[config.mk]
export PLATFORM = sky130hd
export DESIGN_NAME = cdc_charge_detect
export DESIGN_NICKNAME = d
export VERILOG_FILES = /design/src/cdc_charge_detect.v /design/src/cdc_level_decode.v
export VERILOG_INCLUDE_DIRS = /design/src
export SDC_FILE = /design/constraint.sdc
export NUM_CORES = 1
export LEC_CHECK = 0
export ABC_CLOCK_PERIOD_IN_PS = 1200
export BUFFER_PORTS_ARGS = -buffer_cell sky130_fd_sc_hd__buf_4
export CAP_MARGIN = 40
export CELL_PAD_IN_SITES_DETAIL_PLACEMENT = 1
export CELL_PAD_IN_SITES_GLOBAL_PLACEMENT = 1
export CORE_AREA = 2 2 95 79
export DETAILED_ROUTE_END_ITERATION = 16
export DIE_AREA = 0 0 97 81
export PLACE_DENSITY = 0.8
export SLEW_MARGIN = 20
export SYNTH_ARGS = -nofsm -noshare
export SYNTH_HDL_FRONTEND = slang
export SYNTH_SLANG_ARGS = --single-unit
[constraint.sdc]
create_clock -name clk_sys_i -period 1.2 [get_ports clk_sys_i]
set_input_delay 0.18 -clock clk_sys_i [delete_from_list [all_inputs] [get_ports clk_sys_i]]
set_output_delay 0.18 -clock clk_sys_i [all_outputs]
set_load 0.03 [all_outputs]
[src/cdc_defs.vh]
// register map, field positions, reset values and decode constants for the charge/detect block
`ifndef CDC_DEFS_VH
`define CDC_DEFS_VH

// register addresses
`define CDC_ADDR_DAC_A        8'h9B
`define CDC_ADDR_DAC_B        8'h9C
`define CDC_ADDR_CTRL         8'h9D
`define CDC_ADDR_SLEEP_PWR    8'h8F
`define CDC_ADDR_IRQ_REQ      8'h0C
`define CDC_ADDR_IRQ_EN       8'h8C

// reset values
`define CDC_RST_DAC           8'h00
`define CDC_RST_CTRL          8'h00
`define CDC_RST_SLEEP_PWR     8'h00
`define CDC_RST_IRQ           8'h00

// control register fields
`define CDC_CTRL_INV_A        0
`define CDC_CTRL_EN_A         1
`define CDC_CTRL_STAT_A       2
`define CDC_CTRL_INV_B        4
`define CDC_CTRL_EN_B         5
`define CDC_CTRL_STAT_B       6
`define CDC_CTRL_WR_MASK      8'h33

// sleep power control fields
`define CDC_SLP_DET_OFF       3
`define CDC_SLP_BIAS_OFF      4
`define CDC_SLP_WR_MASK       8'h18

// interrupt request / enable field
`define CDC_IRQ_WAKE          7

// coarse decode: codes below this use 5 mV steps, codes at or above it 50 mV steps
`define CDC_COARSE_SPLIT      4'hA
// coarse range bounds in units of 0.5 mV, centre 0.5000 V
`define CDC_MID_HALF_MV       12'h3E8
`define CDC_FINE_STEP_HALF_MV 12'h00A
`define CDC_WIDE_STEP_HALF_MV 12'h064
`define CDC_FINE_SPAN_HALF_MV 12'h064
`define CDC_FINE_MAX          3'h7

`endif

[src/cdc_charge_detect.v]
// two-channel charge controller and current-flow detector register and pin logic
//
// Notes on behaviour
// low coarse codes: 5 mV, then 50 mV steps
// bit 7 mirrors coarse range below centre
// fine bits pick (n+1)/8, 7 maximum
// invert bits flip each comparator output
// status bits raw comparators, writes ignored
// channel A enable moves pins to charge
// channel B enable moves port D pins
// control bits 7 and 3 read zero
// two full read/write 8-bit level registers
// detection works and wakes during sleep
// either comparator sets flag, enable gates irq
// firmware reads status to find source
// firmware programs opposite polarity levels
// wake works with channel A enable clear
// firmware clears power-off and bias-off bits
// pin enable never gates dac or comparator
// bits 7:3 coarse tap, 2:0 fine
// wake flag sticky until firmware clears
//
// Local design decision: the address-and-strobe port.
`timescale 1ns/1ps
`default_nettype none
`include "cdc_defs.vh"

module cdc_charge_detect
(
    // clock and reset
    input  wire        clk_sys_i,
    input  wire        rst_n_i,
    // register port
    input  wire [7:0]  reg_addr_i,
    input  wire [7:0]  reg_wdata_i,
    input  wire        reg_wr_i,
    input  wire        reg_rd_i,
    output reg  [7:0]  reg_rdata_o,
    // analog comparator results, synchronous
    input  wire        comparator_a_i,
    input  wire        comparator_b_i,
    // port C / D latch values for shared pins
    input  wire [1:0]  port_c_out_i,
    input  wire [1:0]  port_d_out_i,
    // level codes and analog power controls
    output reg  [7:0]  dac_a_level_code_o,
    output reg  [7:0]  dac_b_level_code_o,
    output reg         detector_power_off_o,
    output reg         sense_bias_off_o,
    // shared pins: port C bit0 dac output / bit1 comparator pin, port D bit0 comparator / bit1 dac output
    output reg         comparator_a_pin_o,
    output reg         comparator_b_pin_o,
    output reg         dac_a_pin_sel_o,
    output reg         dac_b_pin_sel_o,
    output reg  [1:0]  port_c_pin_o,
    output reg  [1:0]  port_d_pin_o,
    // wake and interrupt
    output reg         current_wake_flag_o,
    output reg         wake_irq_o
);
    // registers
    reg [7:0] dac_a_level_select;
    reg [7:0] dac_b_level_select;
    reg [7:0] ctrl_bits;
    reg [7:0] sleep_power_control;
    reg       current_wake_flag;
    reg       current_wake_irq_enable;
    reg       cmp_a_q;
    reg       cmp_b_q;

    wire        detect_on;
    wire        cmp_a_eff;
    wire        cmp_b_eff;
    wire        wake_event;
    wire [7:0]  ctrl_read;
    wire [14:0] level_a;
    wire [14:0] level_b;
    reg  [7:0]  next_rdata;

    // one decoder per channel; results kept as observation of the ladder taps
    cdc_level_decode u_dec_a
    (
        .code_i     (dac_a_level_select),
        .range_lo_o (),
        .range_hi_o (),
        .fine_sel_o (),
        .level_o    (level_a)
    );

    cdc_level_decode u_dec_b
    (
        .code_i     (dac_b_level_select),
        .range_lo_o (),
        .range_hi_o (),
        .fine_sel_o (),
        .level_o    (level_b)
    );

    // comparators run whenever powered, independent of pin enables
    assign detect_on = ~sleep_power_control[`CDC_SLP_DET_OFF];

    // polarity inversion after the raw status tap
    assign cmp_a_eff = detect_on & (cmp_a_q ^ ctrl_bits[`CDC_CTRL_INV_A]);
    assign cmp_b_eff = detect_on & (cmp_b_q ^ ctrl_bits[`CDC_CTRL_INV_B]);

    // either channel may wake, no clock gating so this works in sleep
    assign wake_event = cmp_a_eff | cmp_b_eff;

    // status bits show raw comparators, unimplemented bits are zero
    assign ctrl_read = {1'b0, cmp_b_q, ctrl_bits[5:4], 1'b0, cmp_a_q, ctrl_bits[1:0]};

    // register writes; status bits are not stored so writes cannot touch them
    always @(posedge clk_sys_i)
    begin
        if (!rst_n_i)
        begin
            dac_a_level_select      <= `CDC_RST_DAC;
            dac_b_level_select      <= `CDC_RST_DAC;
            ctrl_bits               <= `CDC_RST_CTRL;
            sleep_power_control     <= `CDC_RST_SLEEP_PWR;
            current_wake_irq_enable <= 1'b0;
        end
        else if (reg_wr_i)
        begin
            case (reg_addr_i)
                `CDC_ADDR_DAC_A:     dac_a_level_select <= reg_wdata_i;
                `CDC_ADDR_DAC_B:     dac_b_level_select <= reg_wdata_i;
                `CDC_ADDR_CTRL:      ctrl_bits <= reg_wdata_i & `CDC_CTRL_WR_MASK;
                `CDC_ADDR_SLEEP_PWR: sleep_power_control <= reg_wdata_i & `CDC_SLP_WR_MASK;
                `CDC_ADDR_IRQ_EN:    current_wake_irq_enable <= reg_wdata_i[`CDC_IRQ_WAKE];
                default:             ;
            endcase
        end
    end

    // comparator sample; inputs are already synchronous
    always @(posedge clk_sys_i)
    begin
        if (!rst_n_i)
        begin
            cmp_a_q <= 1'b0;
            cmp_b_q <= 1'b0;
        end
        else
        begin
            cmp_a_q <= comparator_a_i & detect_on;
            cmp_b_q <= comparator_b_i & detect_on;
        end
    end

    // sticky wake flag; a new event beats a firmware clear in the same cycle
    always @(posedge clk_sys_i)
    begin
        if (!rst_n_i)
            current_wake_flag <= 1'b0;
        else if (wake_event)
            current_wake_flag <= 1'b1;
        else if (reg_wr_i && reg_addr_i == `CDC_ADDR_IRQ_REQ && !reg_wdata_i[`CDC_IRQ_WAKE])
            current_wake_flag <= 1'b0;
    end

    // read mux, unmapped addresses read zero
    always @*
    begin
        next_rdata = 8'h00;
        case (reg_addr_i)
            `CDC_ADDR_DAC_A:     next_rdata = dac_a_level_select;
            `CDC_ADDR_DAC_B:     next_rdata = dac_b_level_select;
            `CDC_ADDR_CTRL:      next_rdata = ctrl_read;
            `CDC_ADDR_SLEEP_PWR: next_rdata = sleep_power_control;
            `CDC_ADDR_IRQ_REQ:   next_rdata = {current_wake_flag, 7'h00};
            `CDC_ADDR_IRQ_EN:    next_rdata = {current_wake_irq_enable, 7'h00};
            default:             next_rdata = 8'h00;
        endcase
    end

    // read data held only in the cycle after the strobe
    always @(posedge clk_sys_i)
    begin
        if (!rst_n_i)
            reg_rdata_o <= 8'h00;
        else if (reg_rd_i)
            reg_rdata_o <= next_rdata;
        else
            reg_rdata_o <= 8'h00;
    end

    // registered outputs: pin muxing, codes, power controls, irq
    always @(posedge clk_sys_i)
    begin
        if (!rst_n_i)
        begin
            dac_a_level_code_o   <= 8'h00;
            dac_b_level_code_o   <= 8'h00;
            detector_power_off_o <= 1'b0;
            sense_bias_off_o     <= 1'b0;
            comparator_a_pin_o   <= 1'b0;
            comparator_b_pin_o   <= 1'b0;
            dac_a_pin_sel_o      <= 1'b0;
            dac_b_pin_sel_o      <= 1'b0;
            port_c_pin_o         <= 2'h0;
            port_d_pin_o         <= 2'h0;
            current_wake_flag_o  <= 1'b0;
            wake_irq_o           <= 1'b0;
        end
        else
        begin
            dac_a_level_code_o   <= dac_a_level_select;
            dac_b_level_code_o   <= dac_b_level_select;
            detector_power_off_o <= sleep_power_control[`CDC_SLP_DET_OFF];
            sense_bias_off_o     <= sleep_power_control[`CDC_SLP_BIAS_OFF];
            // channel A pins: dac output on pin 0, comparator on pin 1
            dac_a_pin_sel_o      <= ctrl_bits[`CDC_CTRL_EN_A];
            comparator_a_pin_o   <= cmp_a_eff;
            port_c_pin_o[0]      <= ctrl_bits[`CDC_CTRL_EN_A] ? 1'b0 : port_c_out_i[0];
            port_c_pin_o[1]      <= ctrl_bits[`CDC_CTRL_EN_A] ? cmp_a_eff : port_c_out_i[1];
            // channel B pins: comparator on pin 0, dac output on pin 1
            dac_b_pin_sel_o      <= ctrl_bits[`CDC_CTRL_EN_B];
            comparator_b_pin_o   <= cmp_b_eff;
            port_d_pin_o[0]      <= ctrl_bits[`CDC_CTRL_EN_B] ? cmp_b_eff : port_d_out_i[0];
            port_d_pin_o[1]      <= ctrl_bits[`CDC_CTRL_EN_B] ? 1'b0 : port_d_out_i[1];
            current_wake_flag_o  <= current_wake_flag;
            wake_irq_o           <= current_wake_flag & current_wake_irq_enable;
        end
    end

    // decoded levels do not leave this module; reduced into an unused wire on purpose
    wire unused_levels;
    assign unused_levels = ^{level_a, level_b};
endmodule
`default_nettype wire

[src/cdc_level_decode.v]
// decodes one dac level code into coarse range bounds and fine target level
`timescale 1ns/1ps
`default_nettype none
`include "cdc_defs.vh"

module cdc_level_decode
(
    // level code
    input  wire [7:0]  code_i,
    // decoded range, units of 0.5 mV
    output reg  [11:0] range_lo_o,
    output reg  [11:0] range_hi_o,
    output reg  [2:0]  fine_sel_o,
    output reg  [14:0] level_o
);
    reg [3:0]  step_idx;
    reg [11:0] offs_lo;
    reg [11:0] offs_hi;
    reg [14:0] span;

    // coarse tap from code bits 7:3, fine fraction from bits 2:0
    always @*
    begin
        step_idx = code_i[6:3];
        if (step_idx < `CDC_COARSE_SPLIT)
        begin
            offs_lo = {8'h00, step_idx} * `CDC_FINE_STEP_HALF_MV;
            offs_hi = offs_lo + `CDC_FINE_STEP_HALF_MV;
        end
        else
        begin
            offs_lo = `CDC_FINE_SPAN_HALF_MV
                + {8'h00, step_idx - `CDC_COARSE_SPLIT} * `CDC_WIDE_STEP_HALF_MV;
            offs_hi = offs_lo + `CDC_WIDE_STEP_HALF_MV;
        end
        // bit 7 mirrors the range below the centre voltage
        if (code_i[7])
        begin
            range_lo_o = `CDC_MID_HALF_MV - offs_hi;
            range_hi_o = `CDC_MID_HALF_MV - offs_lo;
        end
        else
        begin
            range_lo_o = `CDC_MID_HALF_MV + offs_lo;
            range_hi_o = `CDC_MID_HALF_MV + offs_hi;
        end
        fine_sel_o = code_i[2:0];
        // (n+1)/8 of range maximum, code 7 gives the maximum itself
        span = {3'h0, range_hi_o} * {12'h000, (fine_sel_o + 3'h1)} ;
        if (fine_sel_o == `CDC_FINE_MAX)
            level_o = {3'h0, range_hi_o};
        else
            level_o = span >> 3;
    end
endmodule
`default_nettype wire

==> impl_metrics.tcl, run 1 <==
set metrics [dict create \
    status "finished clean" \
    fp-row-count 28 \
    drc 0 \
    grt_max_degree 24 \
    synth.yosys.seq_area_share_pct 51.69 \
    synth_nets 249 \
    synth_area_um2 2401 \
    num-fill-cells 806 \
    cts_hold_buf 0 \
    hold_viol 0 \
    min_period_ns 1.092 \
    reg2reg_depth 4 \
    dp_hpwl_mm 4.280 \
    hold_start "port_c_out_i[0]" \
    cts.sink_count 62 \
    hold-worst-slack_ns 0.05310 \
    ys_types 41 \
    grt_util_met1_pct 19.67 \
    placed_area_um2 2999 \
    critPathMaxFanout 3 \
    insertion_delay_ns 0.35 \
    wire_per_inst_um 14.68 \
    synth_top_area_share_pct 51.69 \
    vdd_drop_max_uv 590.3 \
    tightest_slew_ns 0.4368 \
    wirelength_mm 5.785 \
    crit_arrival_ns 1.35 \
    synth_top_area_cell "dfxtp_1" \
    area_delta_synth_final_pct 32.31 \
    die_area_um2 7857 \
    powerDensity_nw_per_um2 1259 \
    min_path_type "input port to flip-flop" \
    r2r-end "port_c_pin_o[1]$_SDFF_PN0_" \
    final_core_util_pct 45.11 \
    core_region_area_um2 7042 \
    antenna_found_initial 0 \
    die_w_um 97 \
    crit_path_max_incr_delay_ns 0.41 \
    fin_crit_sh_pct 90.97 \
    regArea_um2 1241 \
    clkTransAtPathRegs_ns 0.07 \
    grtUsageTotal_pct 15.71 \
    firstDrtPassIters 4 \
    yosys_warnings 0 \
    cts_tree "done" \
    slew_headroom_pct 70.82 \
    critPathCaptureType "flip-flop" \
    avgViaCountPerCell 4.635 \
    drt_iter0_drc 65 \
    crit_type "input port to flip-flop" \
    drive_above_1_share_pct 36.84 \
    grtUsageMet3_pct 7.057 \
    grt_pass1_vias 1886 \
    clockRootBuffer "clkbuf_8" \
    met2_usage_pct 25.07 \
    maxCapViolCount 0 \
    ys_seq_elements 62 \
    required_ns 1.45 \
    io_pins 62 \
    grt_first_pass_wirelength_mm 9.377 \
    synth_area_leaders "dfxtp_1, mux2i_1, and2_1, nor2b_1, nand2_1" \
    antenna-diode-count 0 \
    whs_path_depth 3 \
    fmax_ghz 0.9160 \
    die_height_um 81 \
    rsz0062_at_grt "no" \
    gp_congestion 0.8901 \
    fin_area_um2 3177 \
    avgSynthCellArea_um2 10.77 \
    port-buffer-count 61 \
    setup_viol_count_final 0 \
    grt-busiest-layer "met2" \
    syn-instance-count 223 \
    cp_slowest_cell "or3_4" \
    vias 1826 \
    timing.clock.skew_ns 0.004097 \
    antenna_left 0 \
    htreeDepth 3 \
    post-cts-setup-buffers 0 \
    grt_overflow 0 \
    multi_input_area_um2 1062 \
    regToRegSetupSlack_ns 0.14 \
    rr_startpoint "sleep_power_control[3]$_SDFFE_PN0P_" \
    clockBufferDepth 2 \
    p_leak_nw 1.456 \
    report.final.slew_viol_count 0 \
    numCtsBuffers 9 \
    crit_chain "buf_4 > or3_4 > a211oi_4 > o211ai_1 > a31oi_1" \
    holdPathEnd "port_c_pin_o[0]$_SDFF_PP0_" \
    worstSetupStartpointType "input port" \
    start_util_pct 34.10 \
    num-nets-final 325 \
]
-- stage by stage --
stage / TNS [ns] / setup WS [ns] / total power [mW] / instances
global placement: -4.085 / -0.2281 / 2.428 / 378
CTS: 0 / 0.1053 / 4.070 / 394
finish: 0 / 0.1083 / 3.999 / 394
global route: 0 / 0.06635 / 4.203 / 394
detailed placement: -4.967 / -0.2222 / 2.437 / 378
floorplan: 0 / 0.009562 / 2.284 / 223
-- how the worst max path moves through the flow --
| stage | start | to | slack [ns] | depth (start not counted) |
|---|---|---|---|---|
| after floorplan | reg_addr_i[5] | sleep_power_control[3]$_SDFFE_PN0P_ | 0.01 | 4 |
| after global placement | reg_addr_i[5] | reg_rdata_o[4]$_SDFF_PN0_ | -0.23 | 5 |
| after detailed placement | reg_addr_i[6] | ctrl_bits[4]$_SDFFE_PN0P_ | -0.22 | 5 |
| after CTS | sleep_power_control[3]$_SDFFE_PN0P_ | port_d_pin_o[0]$_SDFF_PN0_ | 0.11 | 4 |
| after global routing | reg_addr_i[5] | reg_rdata_o[4]$_SDFF_PN0_ | 0.07 | 5 |
| final | reg_addr_i[5] | reg_rdata_o[4]$_SDFF_PN0_ | 0.11 | 5 |
-- what timing repair did --
action,in CTS,in global routing
endpoints found under the hold margin,0,0
resized for setup,0,1
endpoints found under the setup margin,0,1
-- state kept, by name, indices dropped and copies added, names as in the netlist, 2 cells and up --
register,flops
ctrl_bits,4
dac_b_level_select,8
sleep_power_control,2
dac_a_level_code_o,8
port_c_pin_o,2
port_d_pin_o,2
reg_rdata_o,8
dac_a_level_select,8
dac_b_level_code_o,8
-- metal layers --
metal  up-vias  wire length, µm
met5         -                0
met4         0               40
met3         4              328
met2        46             2609
met1       863             2807
li1        913                -
-- cells in the mapped netlist --
cell / n
a21bo_2: 2
a22o_2: 5
o21ai_0: 3
mux2_2: 1
a211o_1: 1
dfxtp_1: 62
nand3_1: 6
and3b_2: 1
o211a_1: 1
or3_4: 1
inv_1: 2
buf_6: 4
a31oi_1: 1
o211ai_1: 2
a22o_1: 3
clkbuf_8: 1
mux2i_1: 20
nor2b_1: 22
nand4_2: 1
nor3_1: 1
nand3_4: 2
nand2_1: 20
nand2b_1: 1
a21oi_1: 6
and2_1: 22
a32oi_1: 1
and4bb_2: 2
o2111ai_4: 1
clkdlybuf4s15_1: 1
nand4_1: 4
a211oi_4: 1
nor3b_1: 1
or2_1: 1
and3_1: 1
and4b_1: 1
xnor2_1: 2
nor2_1: 8
buf_2: 1
nor3_4: 1
o21a_1: 1
clkbuf_1: 5
-- power by group --
group	switching (mW)	internal, mW	total, mW
combinational	0.158	0.143	0.301
clock	0.817	0.791	1.61
sequential	0.0101	2.08	2.09
-- logic make-up (layout without fill, tap and decap cells) --
kind of cell | after synthesis | count (layout) | synth area share (%)
buffers and inverters | 14 | 95 | 4.169
xor gates and xnor gates | 2 | 2 | 0.7297
DFF | 62 | 62 | 51.69
and+or+nand+nor | 96 | 96 | 24.44
AOI/OAI and AO/OA | 28 | 28 | 10.16
muxes | 21 | 21 | 8.807
-- cell usage in the layout, fill, tap and decap left out, drive strengths merged, types with 3 or more instances in the layout --
cell type	instances
a21oi	6
a22o	8
and2	22
buf	77
clkbuf	10
clkinv	3
clkinvlp	3
dfxtp	62
mux2i	20
nand2	20
nand3	8
nand4	5
nor2	8
nor2b	22
o21ai	3
-- final cells by class --
type / count / area share [%]
inverter: 2 / 0.2363
timing repair buffer: 77 / 18.20
tap: 90 / 3.545
sequential: 62 / 39.07
clock inverter: 6 / 1.182
clock buffer: 10 / 4.332
multi-input combinational: 147 / 33.44
-- worst max-delay path: cells and delay by family --
kind,cells,cell delay (ns)
simple gates,1,0.41
compound gates,3,0.63
buf+inv,1,0.12
Note: power is estimated with default switching activity, not from simulation.
==> run 2: changes to the inputs <==
ABC_CLOCK_PERIOD_IN_PS = 1300   (was 1200)
CORE_AREA = 2 2 87 72   (was 2 2 95 79)
DIE_AREA = 0 0 89 74   (was 0 0 97 81)
PLACE_DENSITY = 0.89   (was 0.8)
SLEW_MARGIN = 30   (was 20)
clock period = 1.3 ns   (was 1.2 ns; I/O delays follow)
==> impl_metrics.tcl, run 2 (synthesis gave the netlist of run 1 again) <==
set metrics [dict create \
    grt_overflow 0 \
    drt_iter0_drc 87 \
    hold_viol 0 \
    powerDensity_nw_per_um2 1230 \
    numCtsBuffers 9 \
    hold_start "port_d_out_i[1]" \
    io_pins 62 \
    rr_startpoint "sleep_power_control[3]$_SDFFE_PN0P_" \
    final_core_util_pct 55.15 \
    p_leak_nw 1.462 \
    layout_common_cells "buf_4, dfxtp_1, and2_1, nor2b_1" \
    wirelength_mm 5.975 \
    clockBufferDepth 2 \
    crit_type "input port to flip-flop" \
    slew_headroom_pct 77.07 \
    insertion_delay_ns 0.34 \
    gp_congestion 0.9290 \
    setup_viol_count_final 0 \
    worstSetupStartpointType "input port" \
    start_util_pct 41.72 \
    whs_path_depth 3 \
    regToRegSetupSlack_ns 0.18 \
    r2r-end "current_wake_flag$_SDFFE_PN0P_" \
    critPathMaxFanout 3 \
    timing.clock.skew_ns 0.006012 \
    final_common_cell "buf_4" \
    die_w_um 89 \
    holdPathEnd "port_d_pin_o[1]$_SDFF_PP0_" \
    rsz0062_at_grt "no" \
    cts_tree "done" \
    vdd_drop_max_uv 596.4 \
    status "finished clean" \
    clockRootBuffer "clkbuf_8" \
    report.final.slew_viol_count 0 \
    die_area_um2 6586 \
    power.total_mw 3.903 \
    post-cts-setup-buffers 0 \
    cts.sink_count 62 \
    drive_above_1_share_pct 35.43 \
    avgViaCountPerCell 4.867 \
    drc 0 \
    postCtsResizedCells 0 \
    num-fill-cells 688 \
    tightest_slew_ns 0.3433 \
    wire_per_inst_um 15.60 \
    grt_max_degree 18 \
    grtUsageTotal_pct 19.65 \
    area_delta_synth_final_pct 32.20 \
    firstDrtPassIters 4 \
    critPathCaptureType "flip-flop" \
    antenna_left 0 \
    vias 1864 \
    num-nets-final 323 \
    min_period_ns 1.135 \
    dp_hpwl_mm 4.374 \
    grt_pass1_vias 1898 \
    antenna-diode-count 0 \
    cts_hold_buf 0 \
    fmax_ghz 0.8807 \
    required_ns 1.54 \
    setup_slack_ns 0.1645 \
    dp_slack_ns -0.1710 \
    die_height_um 74 \
    fp-row-count 25 \
    reg2reg_depth 3 \
    crit_arrival_ns 1.38 \
    min_path_type "input port to flip-flop" \
    port-buffer-count 61 \
    grt_first_pass_wirelength_mm 9.418 \
    antenna_found_initial 0 \
    clkTransAtPathRegs_ns 0.06 \
    htreeDepth 3 \
    core_region_area_um2 5756 \
    fin_crit_sh_pct 87.35 \
    maxCapViolCount 0 \
]
## run 2: cell count changes in the layout (fill, tap and decap cells not counted)
cell / previous run / this run
buf_4: 77 / 75
clkinv_2: 3 / 1
nor2_2: 1 / 0
clkbuf_8: 10 / 11
clkbuf_1: 0 / 2
bufinv_16: 0 / 1
clkinvlp_4: 3 / 1
nor2_1: 7 / 8
## run 2: cell type report
type / instances / area [µm²] / share of cell area [%]
clock inverter: 3 / 42.54 / 1.340
inverter: 2 / 7.507 / 0.2365
multi-input combinational: 147 / 1060 / 33.39
clock buffer: 13 / 158.9 / 5.006
tap: 81 / 101.3 / 3.193
sequential: 62 / 1241 / 39.10
timing repair buffer: 75 / 563.0 / 17.74
## run 2: worst max path at each step
stage | from | end | slack (ns) | cells after the start
final | reg_addr_i[5] | reg_rdata_o[4]$_SDFF_PN0_ | 0.16 | 5
after global routing | reg_addr_i[5] | reg_rdata_o[4]$_SDFF_PN0_ | 0.1 | 5
after CTS | reg_addr_i[5] | reg_rdata_o[4]$_SDFF_PN0_ | 0.18 | 5
after detailed placement | reg_addr_i[5] | reg_rdata_o[4]$_SDFF_PN0_ | -0.17 | 5
after global placement | reg_addr_i[5] | reg_rdata_o[4]$_SDFF_PN0_ | -0.11 | 5
after floorplan | reg_addr_i[5] | sleep_power_control[3]$_SDFFE_PN0P_ | 0.09 | 4
## run 2: per-stage QoR
stage	setup TNS, ns	instances	hold slack, ns	cell area, µm²
after floorplan	0	223	0.3072	2401
after global placement	-1.260	367	0.4232	2973
after detailed placement	-2.476	367	0.4358	2973
after CTS	0	383	0.06808	3174
after global routing	0	383	0.07992	3174
final	0	383	0.08233	3174
## run 2: worst max-delay path, stage by stage
cell,delay (ns)
buf_4,0.12
or3_4,0.41
a211oi_4,0.27
o211ai_1,0.15
a31oi_1,0.22
## run 2: metal layers
metal | routed length, µm | vias to the layer above | global-route usage (%)
li1 | - | 908 | -
met1 | 2814 | 900 | 24.91
met2 | 2797 | 48 | 30.93
met3 | 253 | 8 | 4.550
met4 | 110 | 0 | 11.44
met5 | 0 | - | 0
## run 2: power by group
| group | switching (mW) | internal, mW |
|---|---|---|
| clock network | 0.712 | 0.988 |
| logic | 0.148 | 0.127 |
| registers | 0.00856 | 1.92 |
| total | 0.869 | 3.03 |
